$ cat src/hw/mlsr_pkg.sv
// -----------------------------------------------------------------
// Link setup resolve: shared constants and types
// -----------------------------------------------------------------
package mlsr_pkg;

    // Register port geometry
    localparam int ADDR_W = 8;
    localparam int DATA_W = 32;

    // Register byte offsets
    localparam logic [7:0] CTRL_OFS = 8'h00;
    localparam logic [7:0] STATUS_OFS = 8'h08;
    localparam logic [7:0] EXT_CTRL_OFS = 8'h18;

    // Control register field positions
    localparam int CTRL_DUPLEX_BIT = 0;
    localparam int CTRL_LINKUP_BIT = 6;
    localparam int CTRL_SPEED_LSB = 8;
    localparam int CTRL_FRC_SPEED_BIT = 11;
    localparam int CTRL_FRC_DUPLEX_BIT = 12;
    localparam int CTRL_RX_PAUSE_BIT = 27;
    localparam int CTRL_TX_PAUSE_BIT = 28;

    // Status register field positions
    localparam int STAT_DUPLEX_BIT = 0;
    localparam int STAT_LINKUP_BIT = 1;
    localparam int STAT_PHY_UP_BIT = 2;
    localparam int STAT_SPEED_LSB = 6;

    // Extended control field positions
    localparam int EXT_INV_LOS_BIT = 7;
    localparam int EXT_IF_SEL_LSB = 22;

    // Speed encodings
    typedef enum logic [1:0] {
        MLSR_SPD_10 = 2'b00,
        MLSR_SPD_100 = 2'b01,
        MLSR_SPD_1000 = 2'b10,
        MLSR_SPD_RSVD = 2'b11
    } mlsr_speed_t;

    // Interface attachment modes
    typedef enum logic [1:0] {
        MLSR_IF_MAC_PHY = 2'b00,
        MLSR_IF_ALT_1 = 2'b01,
        MLSR_IF_ALT_2 = 2'b10,
        MLSR_IF_ALT_3 = 2'b11
    } mlsr_if_mode_t;

    // PHY link tracking states
    typedef enum logic [0:0] {
        MLSR_LS_DOWN = 1'b0,
        MLSR_LS_UP = 1'b1
    } mlsr_link_st_t;

    // Reset values
    localparam logic RST_BIT = 1'b0;
    localparam mlsr_speed_t RST_SPEED = MLSR_SPD_10;
    localparam mlsr_if_mode_t RST_IF_SEL = MLSR_IF_MAC_PHY;
    localparam logic [31:0] RD_ZERO = 32'h0000_0000;

endpackage

$ cat src/hw/mlsr_res_if.sv
`timescale 1ns/1ps
`default_nettype none
// -----------------------------------------------------------------
// Carrier between register side and resolver
// -----------------------------------------------------------------
interface mlsr_res_if;
    // Software controls
    logic force_duplex_ctl;
    logic force_speed_ctl;
    logic full_duplex_ctl;
    mlsr_pkg::mlsr_speed_t speed_ctl;
    logic set_link_up_ctl;
    logic invert_loss_of_signal;
    mlsr_pkg::mlsr_if_mode_t interface_select_field;
    // PHY indications
    logic phy_link_ind;
    logic phy_duplex_ind;
    mlsr_pkg::mlsr_speed_t phy_speed_ind;
    // Held status, fed back
    logic duplex_hold;
    mlsr_pkg::mlsr_speed_t speed_hold;
    // Resolved values
    logic phy_link_eff;
    logic duplex_next;
    mlsr_pkg::mlsr_speed_t speed_next;
    logic link_up_next;

    modport ctl (
        output force_duplex_ctl, force_speed_ctl, full_duplex_ctl, speed_ctl,
        output set_link_up_ctl, invert_loss_of_signal, interface_select_field,
        output phy_link_ind, phy_duplex_ind, phy_speed_ind, duplex_hold, speed_hold,
        input phy_link_eff, duplex_next, speed_next, link_up_next
    );
    modport res (
        input force_duplex_ctl, force_speed_ctl, full_duplex_ctl, speed_ctl,
        input set_link_up_ctl, invert_loss_of_signal, interface_select_field,
        input phy_link_ind, phy_duplex_ind, phy_speed_ind, duplex_hold, speed_hold,
        output phy_link_eff, duplex_next, speed_next, link_up_next
    );
endinterface // mlsr_res_if
`default_nettype wire

$ cat src/hw/mlsr_resolve.sv
`timescale 1ns/1ps
`default_nettype none
// -----------------------------------------------------------------
// Duplex, speed and link-up resolution
// -----------------------------------------------------------------
module mlsr_resolve (
    // Controls in, resolved values out
    mlsr_res_if.res rif
);

    logic mac_phy_mode;

    // Only the MAC-to-PHY attachment resolves duplex and speed from PHY indications
    assign mac_phy_mode = (rif.interface_select_field == mlsr_pkg::MLSR_IF_MAC_PHY);

    // Optional inversion of the link indication polarity
    assign rif.phy_link_eff = rif.phy_link_ind ^ rif.invert_loss_of_signal;

    // Duplex: forced value, else PHY value once link is up, else hold
    always_comb
    begin
        if (rif.force_duplex_ctl)
            rif.duplex_next = rif.full_duplex_ctl;
        else if (mac_phy_mode && rif.phy_link_eff)
            rif.duplex_next = rif.phy_duplex_ind;
        else
            rif.duplex_next = rif.duplex_hold;
    end

    // Speed: same priority; software field ignored unless forced
    always_comb
    begin
        if (rif.force_speed_ctl)
            rif.speed_next = rif.speed_ctl;
        else if (mac_phy_mode && rif.phy_link_eff)
            rif.speed_next = rif.phy_speed_ind;
        else
            rif.speed_next = rif.speed_hold;
    end

    // Link up is PHY link qualified by software, in every mode
    assign rif.link_up_next = rif.phy_link_eff & rif.set_link_up_ctl;

endmodule // mlsr_resolve
`default_nettype wire

$ cat src/hw/mlsr_top.sv
`timescale 1ns/1ps
`default_nettype none
module mlsr_top (
    // Clock, reset, enable
    input wire logic sys_clk,
    input wire logic rst,
    input wire logic clk_en,
    // Register port
    input wire logic [mlsr_pkg::ADDR_W-1:0] reg_addr,
    input wire logic [mlsr_pkg::DATA_W-1:0] reg_wr_data,
    input wire logic reg_wr_stb,
    input wire logic reg_rd_stb,
    output logic [mlsr_pkg::DATA_W-1:0] reg_rd_data,
    // PHY indications
    input wire logic phy_link_ind,
    input wire logic phy_duplex_ind,
    input wire logic [1:0] phy_speed_ind,
    // Resolved MAC settings
    output logic duplex_status_bit,
    output logic link_up_status_bit,
    output logic [1:0] speed_status,
    output logic rx_pause_enable,
    output logic tx_pause_enable,
    output logic [1:0] interface_select_field
);

    // -----------------------------------------------------------------
    // Control and status storage
    // -----------------------------------------------------------------
    logic full_duplex_ctl_reg;
    logic set_link_up_ctl_reg;
    mlsr_pkg::mlsr_speed_t speed_ctl_reg;
    logic force_speed_ctl_reg;
    logic force_duplex_ctl_reg;
    logic rx_pause_enable_reg;
    logic tx_pause_enable_reg;
    logic invert_loss_of_signal_reg;
    mlsr_pkg::mlsr_if_mode_t interface_select_field_reg;
    logic duplex_status_bit_reg;
    logic link_up_status_bit_reg;
    mlsr_pkg::mlsr_speed_t speed_status_reg;
    mlsr_pkg::mlsr_link_st_t link_st_reg;
    mlsr_pkg::mlsr_link_st_t link_st_next;
    logic [mlsr_pkg::DATA_W-1:0] rd_data_reg;
    logic [mlsr_pkg::DATA_W-1:0] rd_data_next;
    logic [mlsr_pkg::DATA_W-1:0] ctrl_view;
    logic [mlsr_pkg::DATA_W-1:0] status_view;
    logic [mlsr_pkg::DATA_W-1:0] ext_view;
    logic wr_ctrl;
    logic wr_ext;

    // -----------------------------------------------------------------
    // Resolver hookup
    // -----------------------------------------------------------------
    mlsr_res_if rif ();

    // Present controls and held status to the resolver
    assign rif.force_duplex_ctl = force_duplex_ctl_reg;
    assign rif.force_speed_ctl = force_speed_ctl_reg;
    assign rif.full_duplex_ctl = full_duplex_ctl_reg;
    assign rif.speed_ctl = speed_ctl_reg;
    assign rif.set_link_up_ctl = set_link_up_ctl_reg;
    assign rif.invert_loss_of_signal = invert_loss_of_signal_reg;
    assign rif.interface_select_field = interface_select_field_reg;
    assign rif.phy_link_ind = phy_link_ind;
    assign rif.phy_duplex_ind = phy_duplex_ind;
    assign rif.phy_speed_ind = mlsr_pkg::mlsr_speed_t'(phy_speed_ind);
    assign rif.duplex_hold = duplex_status_bit_reg;
    assign rif.speed_hold = speed_status_reg;

    mlsr_resolve u_resolve (
        .rif (rif)
    );

    // -----------------------------------------------------------------
    // Write decode
    // -----------------------------------------------------------------
    // Status is read only; writes to it or unmapped offsets are dropped
    always_comb
    begin
        wr_ctrl = 1'b0;
        wr_ext = 1'b0;
        if (!reg_wr_stb)
        begin
            wr_ctrl = 1'b0;
        end
        else if (reg_addr == mlsr_pkg::CTRL_OFS)
        begin
            wr_ctrl = 1'b1;
        end
        else if (reg_addr == mlsr_pkg::EXT_CTRL_OFS)
        begin
            wr_ext = 1'b1;
        end
    end

    // -----------------------------------------------------------------
    // Control register: duplex, link enable, speed, force bits
    // -----------------------------------------------------------------
    // Software values are stored regardless of mode; resolver decides use
    always_ff @(posedge sys_clk)
    begin
        if (rst)
        begin
            full_duplex_ctl_reg <= mlsr_pkg::RST_BIT;
            set_link_up_ctl_reg <= mlsr_pkg::RST_BIT;
            speed_ctl_reg <= mlsr_pkg::RST_SPEED;
            force_speed_ctl_reg <= mlsr_pkg::RST_BIT;
            force_duplex_ctl_reg <= mlsr_pkg::RST_BIT;
        end
        else if (clk_en && wr_ctrl)
        begin
            full_duplex_ctl_reg <= reg_wr_data[mlsr_pkg::CTRL_DUPLEX_BIT];
            set_link_up_ctl_reg <= reg_wr_data[mlsr_pkg::CTRL_LINKUP_BIT];
            speed_ctl_reg <= mlsr_pkg::mlsr_speed_t'(reg_wr_data[mlsr_pkg::CTRL_SPEED_LSB +: 2]);
            force_speed_ctl_reg <= reg_wr_data[mlsr_pkg::CTRL_FRC_SPEED_BIT];
            force_duplex_ctl_reg <= reg_wr_data[mlsr_pkg::CTRL_FRC_DUPLEX_BIT];
        end
    end

    // -----------------------------------------------------------------
    // Control register: pause enables
    // -----------------------------------------------------------------
    // Hardware never alters these; software owns the flow-control choice
    always_ff @(posedge sys_clk)
    begin
        if (rst)
        begin
            rx_pause_enable_reg <= mlsr_pkg::RST_BIT;
            tx_pause_enable_reg <= mlsr_pkg::RST_BIT;
        end
        else if (clk_en && wr_ctrl)
        begin
            rx_pause_enable_reg <= reg_wr_data[mlsr_pkg::CTRL_RX_PAUSE_BIT];
            tx_pause_enable_reg <= reg_wr_data[mlsr_pkg::CTRL_TX_PAUSE_BIT];
        end
    end

    // -----------------------------------------------------------------
    // Extended control: interface select, loss-of-signal inversion
    // -----------------------------------------------------------------
    // Only MAC-to-PHY resolves from the PHY; others hold last duplex and speed unless forced
    always_ff @(posedge sys_clk)
    begin
        if (rst)
        begin
            interface_select_field_reg <= mlsr_pkg::RST_IF_SEL;
            invert_loss_of_signal_reg <= mlsr_pkg::RST_BIT;
        end
        else if (clk_en && wr_ext)
        begin
            interface_select_field_reg <=
                mlsr_pkg::mlsr_if_mode_t'(reg_wr_data[mlsr_pkg::EXT_IF_SEL_LSB +: 2]);
            invert_loss_of_signal_reg <= reg_wr_data[mlsr_pkg::EXT_INV_LOS_BIT];
        end
    end

    // -----------------------------------------------------------------
    // PHY link tracking
    // -----------------------------------------------------------------
    // Marks when the PHY reports a resolved link, shown in status
    always_comb
    begin
        link_st_next = link_st_reg;
        case (link_st_reg)
            mlsr_pkg::MLSR_LS_DOWN:
            begin
                if (rif.phy_link_eff)
                    link_st_next = mlsr_pkg::MLSR_LS_UP;
            end
            mlsr_pkg::MLSR_LS_UP:
            begin
                if (!rif.phy_link_eff)
                    link_st_next = mlsr_pkg::MLSR_LS_DOWN;
            end
            default:
            begin
                link_st_next = mlsr_pkg::MLSR_LS_DOWN;
            end
        endcase
    end

    always_ff @(posedge sys_clk)
    begin
        if (rst)
            link_st_reg <= mlsr_pkg::MLSR_LS_DOWN;
        else if (clk_en)
            link_st_reg <= link_st_next;
    end

    // -----------------------------------------------------------------
    // Resolved status
    // -----------------------------------------------------------------
    // One cycle behind inputs; PHY values only taken while link is up
    always_ff @(posedge sys_clk)
    begin
        if (rst)
        begin
            duplex_status_bit_reg <= mlsr_pkg::RST_BIT;
            speed_status_reg <= mlsr_pkg::RST_SPEED;
        end
        else if (clk_en)
        begin
            duplex_status_bit_reg <= rif.duplex_next;
            speed_status_reg <= rif.speed_next;
        end
    end

    // Link-up qualified by software enable in every mode
    always_ff @(posedge sys_clk)
    begin
        if (rst)
            link_up_status_bit_reg <= mlsr_pkg::RST_BIT;
        else if (clk_en)
            link_up_status_bit_reg <= rif.link_up_next;
    end

    // -----------------------------------------------------------------
    // Read path
    // -----------------------------------------------------------------
    // Register images; reserved bits read zero
    always_comb
    begin
        ctrl_view = mlsr_pkg::RD_ZERO;
        ctrl_view[mlsr_pkg::CTRL_DUPLEX_BIT] = full_duplex_ctl_reg;
        ctrl_view[mlsr_pkg::CTRL_LINKUP_BIT] = set_link_up_ctl_reg;
        ctrl_view[mlsr_pkg::CTRL_SPEED_LSB +: 2] = speed_ctl_reg;
        ctrl_view[mlsr_pkg::CTRL_FRC_SPEED_BIT] = force_speed_ctl_reg;
        ctrl_view[mlsr_pkg::CTRL_FRC_DUPLEX_BIT] = force_duplex_ctl_reg;
        ctrl_view[mlsr_pkg::CTRL_RX_PAUSE_BIT] = rx_pause_enable_reg;
        ctrl_view[mlsr_pkg::CTRL_TX_PAUSE_BIT] = tx_pause_enable_reg;
    end

    always_comb
    begin
        status_view = mlsr_pkg::RD_ZERO;
        status_view[mlsr_pkg::STAT_DUPLEX_BIT] = duplex_status_bit_reg;
        status_view[mlsr_pkg::STAT_LINKUP_BIT] = link_up_status_bit_reg;
        status_view[mlsr_pkg::STAT_PHY_UP_BIT] = (link_st_reg == mlsr_pkg::MLSR_LS_UP);
        status_view[mlsr_pkg::STAT_SPEED_LSB +: 2] = speed_status_reg;
    end

    always_comb
    begin
        ext_view = mlsr_pkg::RD_ZERO;
        ext_view[mlsr_pkg::EXT_INV_LOS_BIT] = invert_loss_of_signal_reg;
        ext_view[mlsr_pkg::EXT_IF_SEL_LSB +: 2] = interface_select_field_reg;
    end

    // Read decode; unmapped offsets return zero
    always_comb
    begin
        rd_data_next = mlsr_pkg::RD_ZERO;
        if (!reg_rd_stb)
            rd_data_next = mlsr_pkg::RD_ZERO;
        else if (reg_addr == mlsr_pkg::CTRL_OFS)
            rd_data_next = ctrl_view;
        else if (reg_addr == mlsr_pkg::STATUS_OFS)
            rd_data_next = status_view;
        else if (reg_addr == mlsr_pkg::EXT_CTRL_OFS)
            rd_data_next = ext_view;
    end

    // Data stand in the cycle after a strobe taken with clk_en, zero otherwise; the word holds while clk_en is low
    always_ff @(posedge sys_clk)
    begin
        if (rst)
            rd_data_reg <= mlsr_pkg::RD_ZERO;
        else if (clk_en)
            rd_data_reg <= rd_data_next;
    end

    // -----------------------------------------------------------------
    // Outputs, all straight from flip-flops
    // -----------------------------------------------------------------
    assign reg_rd_data = rd_data_reg;
    assign duplex_status_bit = duplex_status_bit_reg;
    assign link_up_status_bit = link_up_status_bit_reg;
    assign speed_status = speed_status_reg;
    assign rx_pause_enable = rx_pause_enable_reg;
    assign tx_pause_enable = tx_pause_enable_reg;
    assign interface_select_field = interface_select_field_reg;

endmodule // mlsr_top
`default_nettype wire

$ cat config.mk
export PLATFORM = sky130hd
export DESIGN_NAME = mlsr_top
export DESIGN_NICKNAME = d
export VERILOG_FILES = /design/src/hw/mlsr_pkg.sv /design/src/hw/mlsr_res_if.sv /design/src/hw/mlsr_resolve.sv /design/src/hw/mlsr_top.sv
export SDC_FILE = /design/constraint.sdc
export NUM_CORES = 1
export LEC_CHECK = 0
export BUFFER_PORTS_ARGS = -buffer_cell sky130_fd_sc_hd__buf_2
export CAP_MARGIN = 20
export CORE_UTILIZATION = 47
export DETAILED_ROUTE_END_ITERATION = 16
export HOLD_SLACK_MARGIN = 0.06
export PLACE_DENSITY = 0.89
export RECOVER_POWER = 100
export SLEW_MARGIN = 20
export SYNTH_ARGS = -nofsm -noshare
export SYNTH_HDL_FRONTEND = slang
export SYNTH_HIERARCHICAL = 1
export SYNTH_SLANG_ARGS = --single-unit
$ cat constraint.sdc
create_clock -name sys_clk -period 3 [get_ports sys_clk]
set_clock_uncertainty 0.05 [all_clocks]
set_input_delay 0.3 -clock sys_clk [delete_from_list [all_inputs] [get_ports sys_clk]]
set_output_delay 0.3 -clock sys_clk [all_outputs]
set_load 0.02 [all_outputs]
# After elaboration in Yosys (flattened, before gate mapping)

Index checks and enable logic that the tools add are counted.
W data, S select, Z words.

Output and inout port bits: 40
Flip-flop bits (word level): 48
Logic and storage cells: 41

Multiplexer cells: 14
Equality and inequality tests: 2
Bitwise logic cells: 2
Reduce and logical (&&, ||, !) cells: 9

Operator list:

| kind                 | number |
|---|---|
| $mux W29             | 2 |
| $mux W24             | 2 |
| $eq A8 B4 Y1 const B | 1 |
| $eq A8 B5 Y1 const B | 1 |
| $logic_not A8 Y1     | 1 |
| $mux W1              | 8 |
| $mux W2              | 2 |
| $reduce_and A2 Y1    | 2 |
| $reduce_bool A2 Y1   | 2 |
| $logic_and A1 B1 Y1  | 3 |
| $logic_not A2 Y1     | 1 |
| $and A1 B1 Y1        | 1 |
| $xor A1 B1 Y1        | 1 |

# Longest topological paths before layout

Depth after elaboration: 5
Mapped depth: 5
Mapped depth without buffers: 5

# Hierarchy

The synthesis kept the hierarchy.

By module, submodules not included:

| module       | instances | cells each | sequential area each (um2) | area each (um2) |
|---|---|---|---|---|
| mlsr_top     | 1         | 150        | 580.6                      | 1,418.9 |
| mlsr_resolve | 1         | 18         | 0.0                        | 103.8 |

# Least setup slack after synthesis

Ideal clock, no wire load.

Kind: reg2reg
Start: register interface_select_field_reg[1], in the netlist interface_select_field[1]
End: register duplex_status_bit_reg, in the netlist duplex_status_bit
Arrival time: 1.313 ns
Period minus slack after synthesis: 1.428 ns
Stages on the path, launching flop included: 6
Required time: 2.885 ns
Path slack: 1.572 ns
Buffers on the path: 0
Cells stage by stage: dfxtp_1 > or2_1 > or3b_1 > a31oi_1 > mux2i_1 > nor2_1

Longest elaborated chain between the ends: 4

Ends and longest elaborated chain:

| what                         | RTL line           | RTL |
|---|---|---|
| start: declaration           | mlsr_top.sv:38     | `mlsr_pkg::mlsr_if_mode_t interface_select_field_reg;` |
| start signal: assignment     | mlsr_top.sv:147    | `interface_select_field_reg <= mlsr_pkg::RST_IF_SEL;` |
| start signal: assignment     | mlsr_top.sv:152    | `interface_select_field_reg <=` |
| $logic_not A2 Y1             | mlsr_resolve.sv:14 | `assign mac_phy_mode = (rif.interface_select_field == mlsr_pkg::MLSR_IF_MAC_PHY);` |
| $logic_and A1 B1 Y1          | mlsr_resolve.sv:24 | `else if (mac_phy_mode && rif.phy_link_eff)` |
| $reduce_bool A2 Y1 (no line) | n/a                |  |
| $reduce_and A2 Y1 (no line)  | n/a                |  |
| end signal: assignment       | mlsr_top.sv:199    | `duplex_status_bit_reg <= mlsr_pkg::RST_BIT;` |
| end signal: assignment       | mlsr_top.sv:204    | `duplex_status_bit_reg <= rif.duplex_next;` |
| end: declaration             | mlsr_top.sv:39     | `logic duplex_status_bit_reg;` |

Every way passes these cells.
A chain may end at the register's enable or synchronous reset.

# Worst setup path in the final report

Start: input clk_en
End: register tx_pause_enable_reg, in the netlist tx_pause_enable

Longest elaborated chain between the ends: 1

Ends and longest elaborated chain:

| what                   | RTL line        | RTL |
|---|---|---|
| start: declaration     | mlsr_top.sv:7   | `input wire logic clk_en,` |
| $logic_and A1 B1 Y1    | mlsr_top.sv:132 | `else if (clk_en && wr_ctrl)` |
| end signal: assignment | mlsr_top.sv:130 | `tx_pause_enable_reg <= mlsr_pkg::RST_BIT;` |
| end signal: assignment | mlsr_top.sv:135 | `tx_pause_enable_reg <= reg_wr_data[mlsr_pkg::CTRL_TX_PAUSE_BIT];` |
| end: declaration       | mlsr_top.sv:36  | `logic tx_pause_enable_reg;` |

Every way passes these cells.

==> metrics.txt <==
Total Power 690.7 µW; Cell Area, Synth 1523 µm²; Slowest-stage cell, CP clkbuf_1; FFs w/ async S/R, synth 0; post-detail-place hpwl 2242 µm; share of post-route cells with drive strength above 1 0.1574; # port buffers 48; sequential fraction of the synthesis area 0.3813; maximum clock rate 0.5006 GHz; Iter 0 DRT Violations 18; vias in the first global route 1106; P_sw 177.7 µW; final hold vios 0; initial antenna violation count 0; Setup crit end kind flop; hold_buf cts 0; Final min period 1997 ps; Routed WL per cell 11.79 µm; commonest non-fill, non-tap cell in the layout nand2b_1; Final Wtd Congestion 0.8891; switching part of the total power 0.2572; root buffer cell clkbuf_4; DP Cell Count 252; setup_tns 0 ps; Least-Margin Pin Slew 739.1 ps; Largest register FFs 13; TritonCTS Buffers 5; WP data required 3190 ps; Via density 4.823; Hold Crit Start reg_wr_data[8]; via count 1254; final std cells w/o fill 260; pre-CTS worst setup slack 998.0 ps; IO Count 89; P per Cell Area 400.3 nW/µm²; number of max-cap violations 0; ys flop type dfxtp_1; row count 20; Crit path buffers/inverters 2; Final Instance Area 1725 µm²; Avg Inst Size Synth 9.064 µm²; Clk Latency, worst-skew pair 310 ps; Final period util 0.6658; critical path's top delay family simple AND/OR/NAND/NOR gates; RSZ-0062 raised after global routing no; Diodes inserted 0; DRT Pass-1 Iters 4; Final ANT Viol Nets 0; crit-path max cell delay 540 ps; worst setup path start clk_en; Sink Count 29; status completed; Die Ht 58.92 µm; H-Tree Depth 2; Die Footprint 3472 µm²; grt total ovfl 0; Worst Setup Start Kind input port; total global routing track utilization 0.1813; dpl cell area 1710 µm²; CTS tree built; flops & latches, synth 29; Setup violations, final 0; Mapped Cells 168; Slew Limit Fails 0; Multi-input gate area 809.5 µm²; Initial Util 0.4988; EDFF count, synth 0; Post-CTS Setup Inserts 0; Arrival @ worst endpoint 2190 ps; filler cell count 308; Die X 58.92 µm; Layout Nets 264; Hold Path Class in2reg; first-pass GRT wire length 4712 µm; max_slew headroom 0.5073; P&R area growth vs syn 13.31%; commonest cells after routing, fill and taps aside nand2b_1 (33), dfxtp_1 (29), buf_2 (26); CTS resizes 0; pin count of the biggest net entering global routing 41; Max FO, Critical Path 18; setup ws final 1003 ps; critical path, cell by cell clkbuf_1, nor4b_1, buf_4, and4b_1, mux2i_1; CTS clk-pin slew, worst paths 80 ps; peak supply drop 0.2364 mV; cell-internal power 513.0 µW; Max Buffers Root-to-Sink 2; Synth warnings 6; Clk network pwr share 0.308; core area 3053 µm²; Leak 0.6654 nW; DRC 0; reg2reg start interface_select_field[1]; FF+latch area 580.6 µm²; logic gate share of total power 0.127; power share of the sequential group 0.565; DRT Wirelength 3066 µm; library cells used by synthesis 29; critical setup path kind in2reg
## cell usage after synthesis (2+ instances only)
cell	count	area [µm²]
nand2b_1	33	206.5
or3b_1	3	26.28
buf_1	2	7.510
a31oi_1	3	18.77
buf_2	2	10.01
nor2b_1	2	12.51
nand2_1	2	7.510
o21ai_0	5	25.02
buf_4	19	142.6
clkbuf_1	3	11.26
nor2_1	9	33.78
nand4_1	11	68.82
dfxtp_1	29	580.6
inv_1	3	11.26
mux2i_1	18	180.2
a21oi_1	11	55.05
## worst register-to-register path, stage by stage (launching register included)
cell	delay, ps
dfxtp_1	350
or2_1	290
or3b_1	380
a31oi_1	190
mux2i_1	90
nor2_1	110
## power by group through the flow
stage	Clock (mW)	Sequential [mW]	Combinational (mW)
after floorplan	0	0.401	0.0749
after global placement	0	0.399	0.0880
after detailed placement	0	0.399	0.0887
after CTS	0.221	0.390	0.0887
after global routing	0.240	0.391	0.0962
final	0.213	0.390	0.0877
## stage by stage
stage	hold slack (ps)	utilization
finish	192.7	0.5652
global route	185.7	0.5652
CTS	183.4	0.5762
detailed placement	392.2	0.5602
global placement	388.4	0.5602
floorplan	400.0	-
## logic make-up (layout without fill, tap and decap cells)
kind of cell    after synthesis  in the layout  share of synthesized area
simple gates                 69             69                     0.2925
buf+inv                      30             60                     0.1274
flops                        29             29                     0.3813
compound gates               19             19                    0.06491
mux                          19             19                     0.1257
other cells                   1             19                   0.002463
xor+xnor                      1              1                   0.005753
## per-layer routing
metal / wire length (µm) / global-route usage / vias up
li1: - / - / 631
met1: 1411 / 0.2289 / 568
met2: 1408 / 0.2873 / 49
met3: 189 / 0.05495 / 6
met4: 57 / 0.07483 / 0
met5: 0 / 0 / -
## worst paths after layout
check	to	slack, ps	cells after the start
hold / removal	rif.speed_ctl[0]	190	3
setup reg to reg	duplex_status_bit	1490	5
setup / recovery	tx_pause_enable	1000	5
hold reg to reg	reg_rd_data[0]	410	2
## cell type report
cell class / count / share of cell area
timing repair buffer: 49 / 0.1276
clock buffer: 8 / 0.02828
sequential: 29 / 0.3365
multi-input combinational: 127 / 0.4692
inverter: 3 / 0.006526
tap: 44 / 0.03191
Power figures use the tool's default switching activity.
